==> src/common/host_pci_window_cfg.svh <==
/*
 holds: configuration offsets, write masks, field positions and reset values
 of the bridge window registers.
 assumes: included by bare name wherever the values are needed.
*/
`ifndef HOST_PCI_WINDOW_CFG_SVH
`define HOST_PCI_WINDOW_CFG_SVH

// register window
`define CFG_FIRST          8'h44
`define CFG_LAST           8'h56
`define CFG_COUNT          19

// register offsets
`define CFG_PF0_BASE_LO    8'h44
`define CFG_PF0_BASE_HI    8'h45
`define CFG_PF1_BASE_LO    8'h46
`define CFG_PF1_BASE_HI    8'h47
`define CFG_PF0_SEL        8'h48
`define CFG_PF1_SEL        8'h49
`define CFG_PW0_BASE_LO    8'h4c
`define CFG_PW0_BASE_HI    8'h4d
`define CFG_PW1_BASE_LO    8'h4e
`define CFG_PW1_BASE_HI    8'h4f
`define CFG_PW0_SEL        8'h50
`define CFG_PW1_SEL        8'h51
`define CFG_IDE1_LO        8'h52
`define CFG_IDE1_HI        8'h53
`define CFG_IDE2_LO        8'h54
`define CFG_IDE2_HI        8'h55
`define CFG_CLK_SEL        8'h56

// writable bits per register kind
`define MASK_FULL          8'hff
`define MASK_SEL_LEGACY    8'h9f
`define MASK_SEL_PLAIN     8'h1f
`define MASK_IDE_LO        8'hf9
`define MASK_CLK           8'h03
`define MASK_NONE          8'h00

// fields
`define LEGACY_BIT         7
`define SIZE_MSB           4
`define IDE_EN_BIT         0
`define IDE_BASE_LSB       3
`define CLK_MSB            1

// size codes
`define SIZE_OFF           5'h00
`define SIZE_MAX_CMP       5'h10
`define SIZE_ALL           5'h11

// address layout
`define CMP_LSB            16
`define LEGACY_LSB         17
`define LEGACY_SEG         15'h0005

`define CFG_RESET_VAL      8'h00

`endif

==> src/common/host_pci_window_pkg.sv <==
/*
 holds: types shared by the bridge window logic.
 assumes: nothing beyond a SystemVerilog compiler.
*/
package host_pci_window_pkg;

    typedef logic [7:0]  cfg_byte_t;
    typedef logic [4:0]  size_code_t;
    typedef logic [15:0] mem_base_t;
    typedef logic [12:0] io_base_t;

    typedef enum logic [1:0] {
        CLK_ASYNC   = 2'b00,
        CLK_SYNC    = 2'b10,
        CLK_SYNC_2X = 2'b11
    } clk_mode_e;

endpackage : host_pci_window_pkg

==> src/range_match.sv <==
/*
 holds: one memory range comparator with base and power-of-two size code.
 assumes: inputs are stable on the core clock; output is combinational.
*/
`timescale 1ns/10ps
`default_nettype none
`include "host_pci_window_cfg.svh"

module range_match (
    input  wire logic                            addr_valid,
    input  wire logic [31:0]                     addr,
    input  wire host_pci_window_pkg::mem_base_t  base,
    input  wire host_pci_window_pkg::size_code_t size,
    output logic                                 hit
);

    logic [15:0] bit_ok;
    logic        sized;
    logic        all_range;
    logic [4:0]  low_step;

    assign sized     = (size != `SIZE_OFF) && (size <= `SIZE_MAX_CMP);
    assign all_range = (size == `SIZE_ALL);
    assign low_step  = size - 5'd1;

    // bit i stands for address bit 16+i; code s compares from bit 15+s upward
    for (genvar i = 0; i < 16; i++) begin : g_bit
        assign bit_ok[i] = (5'(i) < low_step) ||
                           (addr[`CMP_LSB + i] == base[i]);
    end

    assign hit = addr_valid && ((sized && (&bit_ok)) || all_range);

endmodule : range_match

`default_nettype wire

==> src/ide_io_match.sv <==
/*
 holds: one IDE burstable I/O address comparator.
 assumes: inputs are stable on the core clock; output is combinational.
*/
`timescale 1ns/10ps
`default_nettype none

module ide_io_match (
    input  wire logic                          io_valid,
    input  wire logic [15:0]                   io_addr,
    input  wire host_pci_window_pkg::io_base_t base,
    input  wire logic                          enable,
    output logic                               hit
);

    assign hit = io_valid && enable && (io_addr[15:3] == base);

endmodule : ide_io_match

`default_nettype wire

==> src/host_pci_window_range_decode.sv <==
/*
 holds: configuration registers and address-match logic for the bridge's
 prefetch, post-write and IDE burst windows, plus the PCI clock mode select.
 assumes: byte configuration accesses on the core clock from the host's
 configuration mechanism; cycle qualifiers arrive from same-clock logic.
*/
//
// Contract
// - segment bit makes A0000-BFFFF prefetchable
// - prefetch range 0 size zero disables it
// - code 10001 matches all; higher codes undefined
// - prefetch range 1 same size field, no segment
// - reserved bits read zero, ignore writes
// - post-write range 0 base A16-A31, reset zero
// - post-write range 1 base A16-A31, reset zero
// - segment bit makes A/B segments post-writable
// - post-write range 1 same encoding, reset disabled
// - IDE address 1 holds A3-A15 and enable
// - IDE address 2 independent, enable reset clear
// - clock mode 00 async, 10 sync
// - clock mode 11 sync, CPU twice PCI
// - prefetch range 0 base A16-A31, reset zero
`timescale 1ns/10ps
`default_nettype none
`include "host_pci_window_cfg.svh"

module host_pci_window_range_decode (
    input  wire logic        core_clk,
    input  wire logic        reset,
    input  wire logic [7:0]  cfg_addr,
    input  wire logic        cfg_wr,
    input  wire logic        cfg_rd,
    input  wire logic [7:0]  cfg_wdata,
    output logic      [7:0]  cfg_rdata_q,
    input  wire logic        mem_cycle,
    input  wire logic        mem_write,
    input  wire logic [31:0] mem_addr,
    input  wire logic        io_cycle,
    input  wire logic [15:0] io_addr,
    output logic             prefetch_hit_q,
    output logic             post_write_hit_q,
    output logic      [1:0]  ide_burst_hit_q,
    output logic             pci_sync_mode_q,
    output logic             cpu_clk_2x_q
);

    localparam int N_REG = `CFG_COUNT;

    // writable bits for each byte in the window; unmapped bytes hold none
    localparam logic [7:0] WMASK [N_REG] = '{
        `MASK_FULL,       // prefetch 0 base low
        `MASK_FULL,       // prefetch 0 base high
        `MASK_FULL,       // prefetch 1 base low
        `MASK_FULL,       // prefetch 1 base high
        `MASK_SEL_LEGACY, // prefetch 0 select
        `MASK_SEL_PLAIN,  // prefetch 1 select
        `MASK_NONE,       // unmapped
        `MASK_NONE,       // unmapped
        `MASK_FULL,       // post-write 0 base low
        `MASK_FULL,       // post-write 0 base high
        `MASK_FULL,       // post-write 1 base low
        `MASK_FULL,       // post-write 1 base high
        `MASK_SEL_LEGACY, // post-write 0 select
        `MASK_SEL_PLAIN,  // post-write 1 select
        `MASK_IDE_LO,     // ide 1 low
        `MASK_FULL,       // ide 1 high
        `MASK_IDE_LO,     // ide 2 low
        `MASK_FULL,       // ide 2 high
        `MASK_CLK         // clock mode
    };

    if (N_REG != int'(`CFG_LAST) - int'(`CFG_FIRST) + 1) begin : g_check
        $error("register window size does not match its offsets");
    end

    host_pci_window_pkg::cfg_byte_t regs_q [N_REG];

    logic [7:0] rd_offset;
    logic [4:0] rd_idx;
    logic       rd_in_window;
    logic [7:0] rd_byte;

    // register file: each byte takes only its writable bits
    for (genvar i = 0; i < N_REG; i++) begin : g_reg
        logic wr_hit;
        assign wr_hit = cfg_wr && (cfg_addr == 8'(int'(`CFG_FIRST) + i));
        always_ff @(posedge core_clk or posedge reset) begin
            if (reset) begin
                regs_q[i] <= `CFG_RESET_VAL;
            end else if (wr_hit) begin
                regs_q[i] <= cfg_wdata & WMASK[i];
            end
        end
    end

    // read path: registered, zero outside the window
    assign rd_offset    = cfg_addr - `CFG_FIRST;
    assign rd_idx       = rd_offset[4:0];
    assign rd_in_window = (cfg_addr >= `CFG_FIRST) && (cfg_addr <= `CFG_LAST);
    assign rd_byte      = rd_in_window ? regs_q[rd_idx] : 8'h00;

    always_ff @(posedge core_clk or posedge reset) begin
        if (reset) begin
            cfg_rdata_q <= 8'h00;
        end else begin
            cfg_rdata_q <= cfg_rd ? rd_byte : 8'h00;
        end
    end

    // field views
    host_pci_window_pkg::mem_base_t  pf0_base;
    host_pci_window_pkg::mem_base_t  pf1_base;
    host_pci_window_pkg::mem_base_t  pw0_base;
    host_pci_window_pkg::mem_base_t  pw1_base;
    host_pci_window_pkg::size_code_t pf0_size;
    host_pci_window_pkg::size_code_t pf1_size;
    host_pci_window_pkg::size_code_t pw0_size;
    host_pci_window_pkg::size_code_t pw1_size;
    host_pci_window_pkg::io_base_t   ide1_base;
    host_pci_window_pkg::io_base_t   ide2_base;
    host_pci_window_pkg::clk_mode_e  clk_mode;
    logic                            pf_legacy;
    logic                            pw_legacy;
    logic                            ide1_en;
    logic                            ide2_en;

    localparam int I_PF0_LO  = int'(`CFG_PF0_BASE_LO - `CFG_FIRST);
    localparam int I_PF0_HI  = int'(`CFG_PF0_BASE_HI - `CFG_FIRST);
    localparam int I_PF1_LO  = int'(`CFG_PF1_BASE_LO - `CFG_FIRST);
    localparam int I_PF1_HI  = int'(`CFG_PF1_BASE_HI - `CFG_FIRST);
    localparam int I_PF0_SEL = int'(`CFG_PF0_SEL - `CFG_FIRST);
    localparam int I_PF1_SEL = int'(`CFG_PF1_SEL - `CFG_FIRST);
    localparam int I_PW0_LO  = int'(`CFG_PW0_BASE_LO - `CFG_FIRST);
    localparam int I_PW0_HI  = int'(`CFG_PW0_BASE_HI - `CFG_FIRST);
    localparam int I_PW1_LO  = int'(`CFG_PW1_BASE_LO - `CFG_FIRST);
    localparam int I_PW1_HI  = int'(`CFG_PW1_BASE_HI - `CFG_FIRST);
    localparam int I_PW0_SEL = int'(`CFG_PW0_SEL - `CFG_FIRST);
    localparam int I_PW1_SEL = int'(`CFG_PW1_SEL - `CFG_FIRST);
    localparam int I_IDE1_LO = int'(`CFG_IDE1_LO - `CFG_FIRST);
    localparam int I_IDE1_HI = int'(`CFG_IDE1_HI - `CFG_FIRST);
    localparam int I_IDE2_LO = int'(`CFG_IDE2_LO - `CFG_FIRST);
    localparam int I_IDE2_HI = int'(`CFG_IDE2_HI - `CFG_FIRST);
    localparam int I_CLK     = int'(`CFG_CLK_SEL - `CFG_FIRST);

    assign pf0_base  = {regs_q[I_PF0_HI], regs_q[I_PF0_LO]};
    assign pf1_base  = {regs_q[I_PF1_HI], regs_q[I_PF1_LO]};
    assign pw0_base  = {regs_q[I_PW0_HI], regs_q[I_PW0_LO]};
    assign pw1_base  = {regs_q[I_PW1_HI], regs_q[I_PW1_LO]};
    assign pf0_size  = regs_q[I_PF0_SEL][`SIZE_MSB:0];
    assign pf1_size  = regs_q[I_PF1_SEL][`SIZE_MSB:0];
    assign pw0_size  = regs_q[I_PW0_SEL][`SIZE_MSB:0];
    assign pw1_size  = regs_q[I_PW1_SEL][`SIZE_MSB:0];
    assign pf_legacy = regs_q[I_PF0_SEL][`LEGACY_BIT];
    assign pw_legacy = regs_q[I_PW0_SEL][`LEGACY_BIT];
    assign ide1_base = {regs_q[I_IDE1_HI], regs_q[I_IDE1_LO][7:`IDE_BASE_LSB]};
    assign ide2_base = {regs_q[I_IDE2_HI], regs_q[I_IDE2_LO][7:`IDE_BASE_LSB]};
    assign ide1_en   = regs_q[I_IDE1_LO][`IDE_EN_BIT];
    assign ide2_en   = regs_q[I_IDE2_LO][`IDE_EN_BIT];
    assign clk_mode  = host_pci_window_pkg::clk_mode_e'(regs_q[I_CLK][`CLK_MSB:0]);

    // cycle qualifiers
    logic mem_read_cyc;
    logic mem_write_cyc;
    logic in_legacy;

    assign mem_read_cyc  = mem_cycle && !mem_write;
    assign mem_write_cyc = mem_cycle && mem_write;
    assign in_legacy     = (mem_addr[31:`LEGACY_LSB] == `LEGACY_SEG);

    logic pf0_hit;
    logic pf1_hit;
    logic pw0_hit;
    logic pw1_hit;
    logic ide1_hit;
    logic ide2_hit;

    range_match u_pf0 (
        .addr_valid (mem_read_cyc),
        .addr       (mem_addr),
        .base       (pf0_base),
        .size       (pf0_size),
        .hit        (pf0_hit)
    );

    range_match u_pf1 (
        .addr_valid (mem_read_cyc),
        .addr       (mem_addr),
        .base       (pf1_base),
        .size       (pf1_size),
        .hit        (pf1_hit)
    );

    range_match u_pw0 (
        .addr_valid (mem_write_cyc),
        .addr       (mem_addr),
        .base       (pw0_base),
        .size       (pw0_size),
        .hit        (pw0_hit)
    );

    range_match u_pw1 (
        .addr_valid (mem_write_cyc),
        .addr       (mem_addr),
        .base       (pw1_base),
        .size       (pw1_size),
        .hit        (pw1_hit)
    );

    ide_io_match u_ide1 (
        .io_valid (io_cycle),
        .io_addr  (io_addr),
        .base     (ide1_base),
        .enable   (ide1_en),
        .hit      (ide1_hit)
    );

    ide_io_match u_ide2 (
        .io_valid (io_cycle),
        .io_addr  (io_addr),
        .base     (ide2_base),
        .enable   (ide2_en),
        .hit      (ide2_hit)
    );

    logic pf_hit_d;
    logic pw_hit_d;
    logic sync_d;
    logic x2_d;

    assign pf_hit_d = pf0_hit || pf1_hit || (mem_read_cyc && pf_legacy && in_legacy);
    assign pw_hit_d = pw0_hit || pw1_hit || (mem_write_cyc && pw_legacy && in_legacy);
    assign sync_d   = (clk_mode == host_pci_window_pkg::CLK_SYNC) ||
                      (clk_mode == host_pci_window_pkg::CLK_SYNC_2X);
    assign x2_d     = (clk_mode == host_pci_window_pkg::CLK_SYNC_2X);

    always_ff @(posedge core_clk or posedge reset) begin
        if (reset) begin
            prefetch_hit_q   <= 1'b0;
            post_write_hit_q <= 1'b0;
            ide_burst_hit_q  <= 2'b00;
            pci_sync_mode_q  <= 1'b0;
            cpu_clk_2x_q     <= 1'b0;
        end else begin
            prefetch_hit_q   <= pf_hit_d;
            post_write_hit_q <= pw_hit_d;
            ide_burst_hit_q  <= {ide2_hit, ide1_hit};
            pci_sync_mode_q  <= sync_d;
            cpu_clk_2x_q     <= x2_d;
        end
    end
endmodule : host_pci_window_range_decode

`default_nettype wire

==> config.mk <==
export PLATFORM = sky130hd
export DESIGN_NAME = host_pci_window_range_decode
export DESIGN_NICKNAME = d
export VERILOG_FILES = /design/src/common/host_pci_window_pkg.sv /design/src/range_match.sv /design/src/ide_io_match.sv /design/src/host_pci_window_range_decode.sv
export VERILOG_INCLUDE_DIRS = /design/src /design/src/common
export SDC_FILE = /design/constraint.sdc
export NUM_CORES = 1
export LEC_CHECK = 0
export ABC_AREA = 1
export BUFFER_PORTS_ARGS = -buffer_cell sky130_fd_sc_hd__buf_2
export CORE_MARGIN = 4
export CORE_UTILIZATION = 56
export CTS_BUF_LIST = sky130_fd_sc_hd__clkbuf_4
export CTS_CLUSTER_DIAMETER = 200
export DETAILED_ROUTE_END_ITERATION = 10
export PLACE_DENSITY = 0.79
export SLEW_MARGIN = 40
export SYNTH_ARGS = -nofsm -noshare
export SYNTH_HDL_FRONTEND = slang
export SYNTH_HIERARCHICAL = 1
export SYNTH_SLANG_ARGS = --single-unit
==> constraint.sdc <==
create_clock -name core_clk -period 3.7 [get_ports core_clk]
set_clock_uncertainty 0.2 [all_clocks]
set_input_delay 0.37 -clock core_clk [delete_from_list [all_inputs] [get_ports core_clk]]
set_output_delay 0.37 -clock core_clk [all_outputs]
set_load 0.03 [all_outputs]
Word-level counts from Yosys, hierarchy flattened
Index checks and enable logic that the tools add are counted.
W data, S select, Z words.
{ "word_totals": {"regBits": 130, "wordCells": 317, "output_inout_bits": 14, "inputBits": 71} }
{ "classes": {"magnitude_cmp": 71, "reduce_logical": 122, "eq_ne": 90, "muxes": 5, "bitwise": 1, "n_addsub": 5} }
{ "ops": {"columns": ["operator", "count"], "rows": [
  ["$lt A4 B5 Y1 const A", 32],
  ["$eq A8 B7 Y1 const B", 17],
  ["$lt A3 B5 Y1 const A", 16],
  ["$logic_or A1 B1 Y1", 73],
  ["$eq A1 B1 Y1", 64],
  ["$reduce_and A16 Y1", 4],
  ["$bmux W8 S5", 1],
  ["$logic_and A1 B1 Y1", 40],
  ["$lt A1 B5 Y1 const A", 8],
  ["$lt A2 B5 Y1 const A", 8],
  ["$mux W8", 4],
  ["$eq A13 B13 Y1", 2],
  ["$eq A5 B5 Y1 const B", 4],
  ["$le A5 B5 Y1 const B", 4],
  ["$reduce_bool A5 Y1", 4],
  ["$sub A5 B1 Y5 const B", 4],
  ["$eq A15 B3 Y1 const B", 1],
  ["$ge A8 B7 Y1 const B", 1],
  ["$le A8 B7 Y1 const B", 1],
  ["$ge A6 B6 Y1 const B", 1],
  ["$not A5 Y6", 1],
  ["$sub A5 B3 Y5 const B", 1],
  ["$eq A2 B2 Y1 const B", 2],
  ["$logic_not A1 Y1", 1]
]} }

Longest topological paths before layout
Gate-level depths: netlist (run 1).
{ "depth": {"depth_word": 9, "mapped_depth": 17, "ltp_nobuf": 17} }

By module
Netlist (run 1), hierarchy kept.
{ "by_module_without_submodules": {"columns": ["mod", "seq_area_each_um2", "instances", "cells_per_inst", "area_each_um2"], "rows": [
  ["host_pci_window_range_decode", 3253.1, 1, 861, 6508.7],
  ["range_match", 0.0, 4, 113, 590.6],
  ["ide_io_match", 0.0, 2, 68, 267.8]
]} }

Least setup slack after synthesis (run 1)
OpenSTA, ideal clock, no wires.
{ "synth_path": {"path_kind": "in2reg", "from": "input port cfg_addr[2]", "to": "register cfg_rdata_q[1]", "required_ns": 3.384, "slack_ns": 1.697, "t_arrival_ns": 1.686, "n_path_buf": 2, "setup_time_ns": 0.116, "cell_stages": 9, "path_cell_list": "clkbuf_1 > inv_1 > ha_1 > xnor2_1 > inv_1 > clkbuf_1 > nand3_1 > nand4_1 > nor2_1"} }
{ "synth_between": {"elab_chain_len": 7, "word_cells_on_any_way": 10, "cone_classes": "add/sub: 1; order compare: 2; mux: 5; bitwise: 1; reduce/logical: 1"} }
{ "synth_rtl": {"columns": ["item", "line", "source"], "rows": [
  ["start: declaration", "host_pci_window_range_decode.sv:30", "input wire logic [7:0] cfg_addr,"],
  ["$sub A5 B3 Y5 (no line)", null, null],
  ["$not A5 Y6 (implied by the code)", "host_pci_window_range_decode.sv:100", "assign rd_byte = rd_in_window ? regs_q[rd_idx] : 8'h00;"],
  ["$bmux W8 S5", "host_pci_window_range_decode.sv:100", null],
  ["$mux W8 (implied by the code) (2 in a row)", "host_pci_window_range_decode.sv:100", null],
  ["$mux W8 *", "host_pci_window_range_decode.sv:100", null],
  ["$mux W8 *", "host_pci_window_range_decode.sv:106", "cfg_rdata_q <= cfg_rd ? rd_byte : 8'h00;"],
  ["end signal: assignment", "host_pci_window_range_decode.sv:106", null],
  ["end: declaration", "host_pci_window_range_decode.sv:34", "output logic [7:0] cfg_rdata_q,"]
]} }
Mark *: on every way between the ends. The rest lies on a longest branch, timed or not. The select of a mux whose other input is x is not followed.
A chain may end at the register's enable or synchronous reset.

Worst setup path in the final report (run 1)
{ "layout_path": {"from": "register regs_q (netlist bit pw1_size[0])", "to": "register post_write_hit_q"} }
{ "layout_between": {"elab_chain_len": 9, "word_cells_on_any_way": 43, "cone_classes": "add/sub: 1; order compare: 17; eq/ne: 1; reduce/logical: 24"} }
{ "layout_rtl": {"columns": ["item", "line", "source"], "rows": [
  ["start: declaration", "host_pci_window_range_decode.sv:76", "host_pci_window_pkg::cfg_byte_t regs_q [N_REG];"],
  ["start signal: indexed assignment", "host_pci_window_range_decode.sv:89", "regs_q[i] <= `CFG_RESET_VAL;"],
  ["start signal: indexed assignment", "host_pci_window_range_decode.sv:91", "regs_q[i] <= cfg_wdata & WMASK[i];"],
  ["$sub A5 B1 Y5", "range_match.sv:24", "assign low_step = size - 5'd1;"],
  ["$lt A1 B5 Y1 (tied with other cells)", "range_match.sv:28", "assign bit_ok[i] = (5'(i) < low_step) ||"],
  ["$logic_or A1 B1 Y1", "range_match.sv:28", null],
  ["$reduce_and A16 Y1", "range_match.sv:32", "assign hit = addr_valid && ((sized && (&bit_ok)) || all_range);"],
  ["$logic_and A1 B1 Y1", "range_match.sv:32", null],
  ["$logic_or A1 B1 Y1 *", "range_match.sv:32", null],
  ["$logic_and A1 B1 Y1 *", "range_match.sv:32", null],
  ["named net pw1_hit", "host_pci_window_range_decode.sv:173", "logic pw1_hit;"],
  ["$logic_or A1 B1 Y1 * (2 in a row)", "host_pci_window_range_decode.sv:231", "assign pw_hit_d = pw0_hit || pw1_hit || (mem_write_cyc && pw_legacy && in_legacy);"],
  ["named net pw_hit_d", "host_pci_window_range_decode.sv:226", "logic pw_hit_d;"],
  ["end signal: assignment", "host_pci_window_range_decode.sv:245", "post_write_hit_q <= pw_hit_d;"],
  ["end: declaration", "host_pci_window_range_decode.sv:41", "output logic post_write_hit_q,"]
]} }
Mark *: on every way through the listed nets, which the timed path passes. The rest lies on a longest branch.

==> run metrics, run 1 <==
Top delay family on crit path=simple AND/OR/NAND/NOR gates; maximum number of pins on one net before global-route repair=131; DRT iter0 DRCs=1249; run status=finished, final reports clean; Ys Warns=6; most frequent cells in the layout=590 x nand2_1, 193 x inv_1, 130 x dfrtp_1, 107 x nor2_1, 98 x o21ai_0; Final Setup Violations=0; Tmin final=2.53 ns; unrepaired setup endpoints after global routing=no; f_max=0.396 GHz; Worst-path clk slew=0.12 ns; Routed wire per std cell=16.2 µm; xor/xnor share of the synthesized area=4.75%; multi-input logic area=5140 µm²; Slew HR=40.5%; io pins=85; Post-Route Utilization=62.4%; grt total ovfl=0; critical path type=reg2reg; min-delay worst type=in2reg; Synth Area in Compound Gates=10.8%; layout cells sized above 1=13.2%; CTS tree=done; post-synthesis sequential area ratio=34.6%; slowest library cell on the worst path=dfrtp_1; GRT Util Overall=30.6%; vias in the first global route=8262; register area=3250 µm²; antenna violations before repair=1; fillers=1527; worst skew pair latency=0.58 ns; Post-Synth Adder-Cell Area=2.13%; detailed placer's ending HPWL=19900 µm; Pwr Density=344 nW/µm²; Hold Slack=0.0938 ns; Nets=1599; crit-path cells=inv_2, ha_1, inv_1, nand2_1, inv_1, nand2_1, a21oi_1, nand2_1, nand2_1, nand3_1, nor2_1, nand2_1, a21oi_2, nor2_1, o21ai_0; Max H-tree Level=4; Hold EP=ide2_base[9]; Die Wd=138 µm; Worst Path Max Fanout=6; Mean Syn Cell Area=6.49 µm²; placed cell count=1703; final worst slack=1.17 ns; Clock Tree Buf Depth=2; area delta synth->final=9.63%; Post-Route Setup TNS=0 ns; clock root buffer=clkbuf_4; via/cell ratio=5.37; fin cells=1747; total CTS buffers=17; hold_sp=cfg_wdata[4]; Max IR drop VDD=0.000204 V; FF+latch count, synth=130; main combinational cell family by area after synthesis=simple AND/OR/NAND/NOR gates; Final Hold Fails=0; Cells on Worst Hold Path=3; Crit. End Element=flip-flop; first-pass GRT wire length=43900 µm; synthesized area=9410 µm²; mux share of post-synthesis cell area=0%; reg2reg end=post_write_hit_q; dpl ws=1.18 ns; Reg2Reg Depth=15; Final ANT Viol Nets=0; Chip Height=138 µm; startpoint types=flip-flop; leading cell type in the layout, fill and taps excluded=nand2_1; Critical Path RT=3.95 ns; worst path arrival time=2.77 ns; syn nets=1536; row count=47; share of the clock period used by the worst path=68.3%; Most common cell on crit path=nand2_1; DR DRC count=0; Synth Area in Simple Gates=36.9%; Post-CTS Setup Bufs=0; Slew @ Worst Pin=0.891 ns; clock sinks=130; GPL Wtd Cong=1.00; r2r setup slk=1.17 ns; Port Buffer Count=65; Crit path largest cell delay=0.53 ns; DR pass1 iterations=8; initial core utilization=56.9%; max-slew violation count=0; Netlist cell types=34; synthesized netlist cell count=1449; CORE AREA=16500 µm²; Routed WL=28300 µm; via count=9374; number of max-cap violations=0; Buf+Inv Stages, Crit Path=3; R2R Path Start=pw1_size[0]; LEAKAGE=5.51 nW; die area=18900 µm²
stage by stage:
stage / total power (W) / cell area [µm²]
after floorplan: 0.00217 / 9410
after global placement: 0.00241 / 9890
after detailed placement: 0.00243 / 9890
after CTS: 0.00354 / 10300
after global routing: 0.00373 / 10300
final: 0.00355 / 10300
logic make-up (layout without fill, tap and decap cells):
group | Yosys count | in the layout
flip-flops | 130 | 130
adder cells (fa/ha/maj) | 16 | 16
AO/OA/AOI/OAI | 174 | 174
buffers and inverters | 256 | 332
AND/OR/NAND/NOR | 822 | 822
other | 0 | 2
XOR/XNOR | 51 | 51
how the worst max path moves through the flow:
stage | start | endpoint | slack [ns] | cells after the start
after floorplan | reset | cfg_rdata_q[0] | 1.52 | 1
after global placement | cfg_addr[1] | cfg_rdata_q[7] | 1.20 | 8
after detailed placement | cfg_addr[1] | pw1_base[1] | 1.18 | 6
after CTS | pw1_size[0] | post_write_hit_q | 1.27 | 15
after global routing | pw1_size[0] | post_write_hit_q | 0.99 | 15
final | pw1_size[0] | post_write_hit_q | 1.17 | 15
what timing repair did:
item	CTS	global route
hold endpoints to repair	141	0
gates resized for setup	0	0
hold buffers	10	0
layout make-up:
class / count / share of cell area [%]
repair buffers: 84 / 4.90
clock inverters: 14 / 1.81
diodes: 2 / 0.0485
flip-flops and latches: 130 / 31.5
clock buffers: 18 / 1.31
well taps: 220 / 2.67
multi-input cells: 1063 / 49.8
inverters: 216 / 7.90
flip-flops by register name, indices dropped and copies added (netlist names), 8 cells and up:
register     count
pw1_base        16
pf1_base        16
pf0_base        16
ide1_base       13
ide2_base       13
pw0_base        16
cfg_rdata_q      8
routing by layer:
layer	global-route usage [%]	up-vias	share of wire, %
met5	0	-	0
met4	12.3	0	3.8
met3	5.48	90	8.3
met2	46.8	438	45
met1	42.9	4285	43
li1	-	4561	-
cell usage after synthesis:
cell,instances,area [µm²]
nand2_1,590,2210
inv_1,198,743
dfrtp_1,130,3250
nor2_1,107,402
o21ai_0,98,490
nand3_1,65,325
o21ai_2,32,280
xor2_1,28,245
xnor2_1,23,201
a21oi_1,20,100
clkbuf_1,18,67.6
ha_1,16,200
o21ai_1,15,75.1
inv_2,13,48.8
buf_2,12,60.1
nand2_2,12,75.1
nand3_2,9,90.1
nand4_1,9,56.3
nand2_4,8,90.1
nor2_4,8,90.1
clkinv_1,5,18.8
a211oi_1,4,30.0
a21oi_2,4,35.0
buf_4,4,30.0
nand3b_1,4,30.0
buf_1,3,11.3
or2_2,3,18.8
buf_6,2,22.5
nand3_4,2,35.0
nor2_2,2,12.5
nor4_1,2,12.5
a31oi_1,1,6.26
clkbuf_8,1,13.8
nor4_4,1,21.3
worst min-delay path, stage by stage:
cell and delay (ns):
buf_2 0.08, inv_2 0.20, o21ai_2 0.19
where the power goes:
part           switching, W  internal (W)  leakage (nW)  total, W
sequential        0.0000776       0.00149          1.79   0.00156
clock              0.000574      0.000541         0.166   0.00112
combinational      0.000586      0.000280          3.55  0.000866
(Power assumes the default switching activity.)
==> run 2: changes to the inputs <==
CORE_UTILIZATION = 60   (was 56)
PLACE_DENSITY = 0.8   (was 0.79)
clock period = 2.5 ns   (was 3.7 ns; I/O delays follow)
==> run metrics, run 2 (same netlist as run 1, synthesis figures left out) <==
Die Wd=133 µm; Port Buffer Count=65; worst skew pair latency=0.58 ns; GRT Util Overall=33.3%; slowest library cell on the worst path=dlygate4sd3_1; Nets=1639; first-pass GRT wire length=46200 µm; CTS tree=done; unrepaired setup endpoints after global routing=no; layout cells sized above 1=13.9%; via/cell ratio=5.44; Clock Tree Buf Depth=2; Crit. End Element=flip-flop; share of the clock period used by the worst path=95.7%; DRT iter0 DRCs=1333; Slew @ Worst Pin=0.903 ns; startpoint types=flip-flop; Routed WL=29400 µm; maximum number of pins on one net before global-route repair=41; min-delay worst type=in2async; antenna violations before repair=1; Critical Path RT=2.82 ns; Routed wire per std cell=16.5 µm; f_max=0.418 GHz; Tmin final=2.39 ns; clock root buffer=clkbuf_4; Worst Path Max Fanout=4; GPL Wtd Cong=0.968; worst path arrival time=2.71 ns; crit-path cells=nand2_1, nand2_1, inv_1, nand2_1, dlygate4sd3_1, nor2_1, dlygate4sd3_1, nand2_1, nor2_2; LEAKAGE=5.69 nW; Final Hold Fails=0; Post-Route Utilization=70.0%; Tot Pwr=0.00529 W; leading cell type in the layout, fill and taps excluded=nand2_1; critical path type=reg2reg; detailed placer's ending HPWL=20300 µm; number of max-cap violations=0; row count=45; Post-Route Setup TNS=0 ns; Worst-path clk slew=0.12 ns; max-slew violation count=0; fillers=1313; Top delay family on crit path=buffers and inverters; Buf+Inv Stages, Crit Path=3; Final ANT Viol Nets=0; run status=finished, final reports clean; Final Setup Violations=0; multi-input logic area=5140 µm²; io pins=85; DR pass1 iterations=6; Most common cell on crit path=nand2_1; CORE AREA=15300 µm²; Pwr Density=496 nW/µm²; most frequent cells in the layout=590 x nand2_1, 197 x inv_1, 129 x dfrtp_1, 107 x nor2_1, 98 x o21ai_0; grt total ovfl=0; DR DRC count=0; Crit path largest cell delay=0.56 ns; clock sinks=130; Slew HR=39.7%; initial core utilization=61.6%; die area=17700 µm²; Max IR drop VDD=0.000392 V; total CTS buffers=17; vias in the first global route=8811; area delta synth->final=13.5%; via count=9669; Max H-tree Level=4; Chip Height=133 µm; register area=3250 µm²
-- run 2: cell types whose count changed in the layout (fill, tap and decap cells not counted), sizes merged --
cell,delta
dlygate4sd3,+22
clkbuf,-1
buf,+18
clkinvlp,+2
inv,-2
-- run 2: through the flow --
stage / hold WS, ns / std cells / worst slack (ns) / area, µm²
6_report: 0.0408 / 1777 / 0.108 / 10700
5_1_grt: 0.0271 / 1777 / 0.0256 / 10700
4_1_cts: 0.0297 / 1774 / 0.233 / 10700
3_5_place_dp: 0.226 / 1711 / 0.277 / 10000
3_3_place_gp: 0.229 / 1711 / 0.313 / 10000
2_1_floorplan: 0.192 / 1449 / 0.441 / 9410
-- run 2: path summary, 6_finish.rpt --
kind                            slack (ns)  depth (start not counted)                  to          from
worst min register to register        0.25                          0     pci_sync_mode_q   clk_mode[1]
worst max register to register        0.11                          9  ide_burst_hit_q[0]  ide1_base[9]
max in group asynchronous             1.47                          4         pw1_base[5]         reset
worst min-delay path                  0.04                          3         pw0_size[2]         reset
min in group core_clk                 0.05                          3       ide1_base[10]  cfg_wdata[5]
worst max-delay path                  0.11                          9  ide_burst_hit_q[0]  ide1_base[9]
-- run 2: layout make-up --
cell class | count | area share, %
inverter | 216 | 7.63
sequential | 130 | 30.5
timing repair buffer | 124 | 8.25
clock buffer | 17 | 1.20
tap | 211 | 2.47
clock inverter | 14 | 1.78
multi-input combinational | 1063 | 48.1
antenna | 2 | 0.0469
-- run 2: layer usage --
metal  GRT usage (%)  part of all wire [%]  wire, µm  vias up
met3            9.78                    12      3490      114
met5               0                     0         0        -
met4            14.9                   4.3      1260        0
met2            50.2                    44     12800      548
met1            44.7                    40     11800     4372
li1                -                     -         -     4635
-- run 2: power by group --
part	total [W]	leakage, nW	internal (W)	switching, W
combinational	0.00134	3.74	0.000453	0.000891
clock	0.00163	0.157	0.000782	0.000851
sequential	0.00231	1.79	0.00220	0.000113
total	0.00529	5.69	0.00343	0.00185
-- run 2: worst min-delay path: cells and delay by family --
kind                   cells  cell delay [ns]
buffers and inverters      3             1.00
-- run 2: what timing repair did --
action                                  CTS  global route
buffers inserted                          0             0
endpoints found under the setup margin    0             1
hold endpoints to repair                 82             0
hold buffers                             32             0
resized for setup                         0             1
==> run 3: changes to the inputs <==
CAP_MARGIN = 30   (was default)
CORE_UTILIZATION = 47   (was 60)
PLACE_DENSITY = 0.65   (was 0.8)
==> run metrics, run 3 (same netlist as run 1, synthesis figures left out) <==
Worst-path clk slew=0.13 ns; area delta synth->final=14.4%; critical path type=reg2reg; layout cells sized above 1=13.8%; GRT Util Overall=27.2%; run status=finished, final reports clean; min-delay worst type=in2reg; Tmin final=2.33 ns; Post-CTS Setup Bufs=0; Chip Height=149 µm; maximum number of pins on one net before global-route repair=131; clock sinks=130; Port Buffer Count=65; Crit. End Element=flip-flop; Slew @ Worst Pin=0.799 ns; max-slew violation count=0; Max H-tree Level=4; DRT iter0 DRCs=918; Finished Cell Area=10800 µm²; DP Area=10100 µm²; LEAKAGE=5.69 nW; Final Setup Violations=0; number of max-cap violations=0; Worst Path Max Fanout=4; worst path arrival time=2.64 ns; Pwr Density=490 nW/µm²; initial core utilization=48.0%; fillers=1939; final worst slack=0.173 ns; io pins=85; detailed placer's ending HPWL=20900 µm; DR DRC count=0; unrepaired setup endpoints after global routing=no; clock root buffer=clkbuf_4; vias in the first global route=8196; dpl ws=0.246 ns; most frequent cells in the layout=590 x nand2_1, 197 x inv_1, 128 x dfrtp_1, 107 x nor2_1, 98 x o21ai_0; grt total ovfl=0; Post-Route Setup TNS=0 ns; row count=51; via/cell ratio=5.04; CORE AREA=19600 µm²; Routed WL=29500 µm; share of the clock period used by the worst path=93.1%; die area=22300 µm²; leading cell type in the layout, fill and taps excluded=nand2_1; Max IR drop VDD=0.000276 V; first-pass GRT wire length=45900 µm; register area=3260 µm²; Slew HR=46.7%; Clock Tree Buf Depth=2; f_max=0.430 GHz; startpoint types=flip-flop; Nets=1641; Final ANT Viol Nets=0; antenna violations before repair=1; GPL Wtd Cong=0.958; Routed wire per std cell=16.1 µm; DR pass1 iterations=6; r2r setup slk=0.17 ns; multi-input logic area=5140 µm²; Final Hold Fails=0; Critical Path RT=2.82 ns; via count=9236; Die Wd=149 µm; CTS tree=done; worst skew pair latency=0.57 ns; total CTS buffers=17
-- run 3: changes by cell type in the layout (fill, tap and decap cells not counted), sizes merged --
cell and delta:
buf -2, clkinvlp -2, diode -1, clkinv +3, dlygate4sd3 +4
-- run 3: worst max-delay path, stage by stage, from the launching register on --
cell and delay, ns:
dfrtp_1 0.44, nor2_1 0.07, nor2_1 0.09, dlygate4sd3_1 0.56, nand2_1 0.06, dlygate4sd3_1 0.55, nor2_1 0.13, nand2_1 0.10
nor2_2 0.08
-- run 3: stage by stage --
step	cells	util [%]	hold WS (ns)	power, W
CTS	1832	54.9	0.0169	0.00529
finish	1833	54.9	0.0774	0.00527
global placement	1764	51.4	0.240	0.00359
floorplan	1449	-	0.192	0.00321
global route	1833	54.9	0.0777	0.00558
detailed placement	1764	51.4	0.238	0.00361
-- run 3: area by class of cell --
cell class / instances / area share, %
Multi-Input combinational cell: 1063 / 47.8
Antenna cell: 1 / 0.0233
Tap cell: 265 / 3.08
Timing Repair Buffer: 126 / 8.35
Inverter: 216 / 7.57
Clock inverter: 15 / 1.78
Clock buffer: 17 / 1.19
Sequential cell: 130 / 30.3
-- run 3: timing repair --
item,CTS,global route
hold buffers,36,0
resized for setup,0,3
hold endpoints to repair,194,0
setup endpoints to repair,0,2
-- run 3: power by group --
group          switching (W)  internal (W)  leakage, nW
logic               0.000877      0.000453         3.74
clock network       0.000853      0.000783        0.164
registers           0.000109       0.00220         1.79
-- run 3: per-layer routing --
metal	routed length [µm]	GRT usage (%)
met3	2210	5.57
met1	13100	38.6
met5	0	0
met2	13400	42.4
met4	715	7.96
-- run 3: worst paths after layout --
check                                   from                  to  cells after the start
min in group asynchronous              reset        ide1_base[8]                      4
worst min-delay path            mem_addr[29]      prefetch_hit_q                      4
max in group asynchronous              reset         pw0_size[0]                      4
worst max register to register  ide2_base[9]  ide_burst_hit_q[1]                      8
worst min register to register   clk_mode[1]     pci_sync_mode_q                      0
worst max-delay path            ide2_base[9]  ide_burst_hit_q[1]                      8
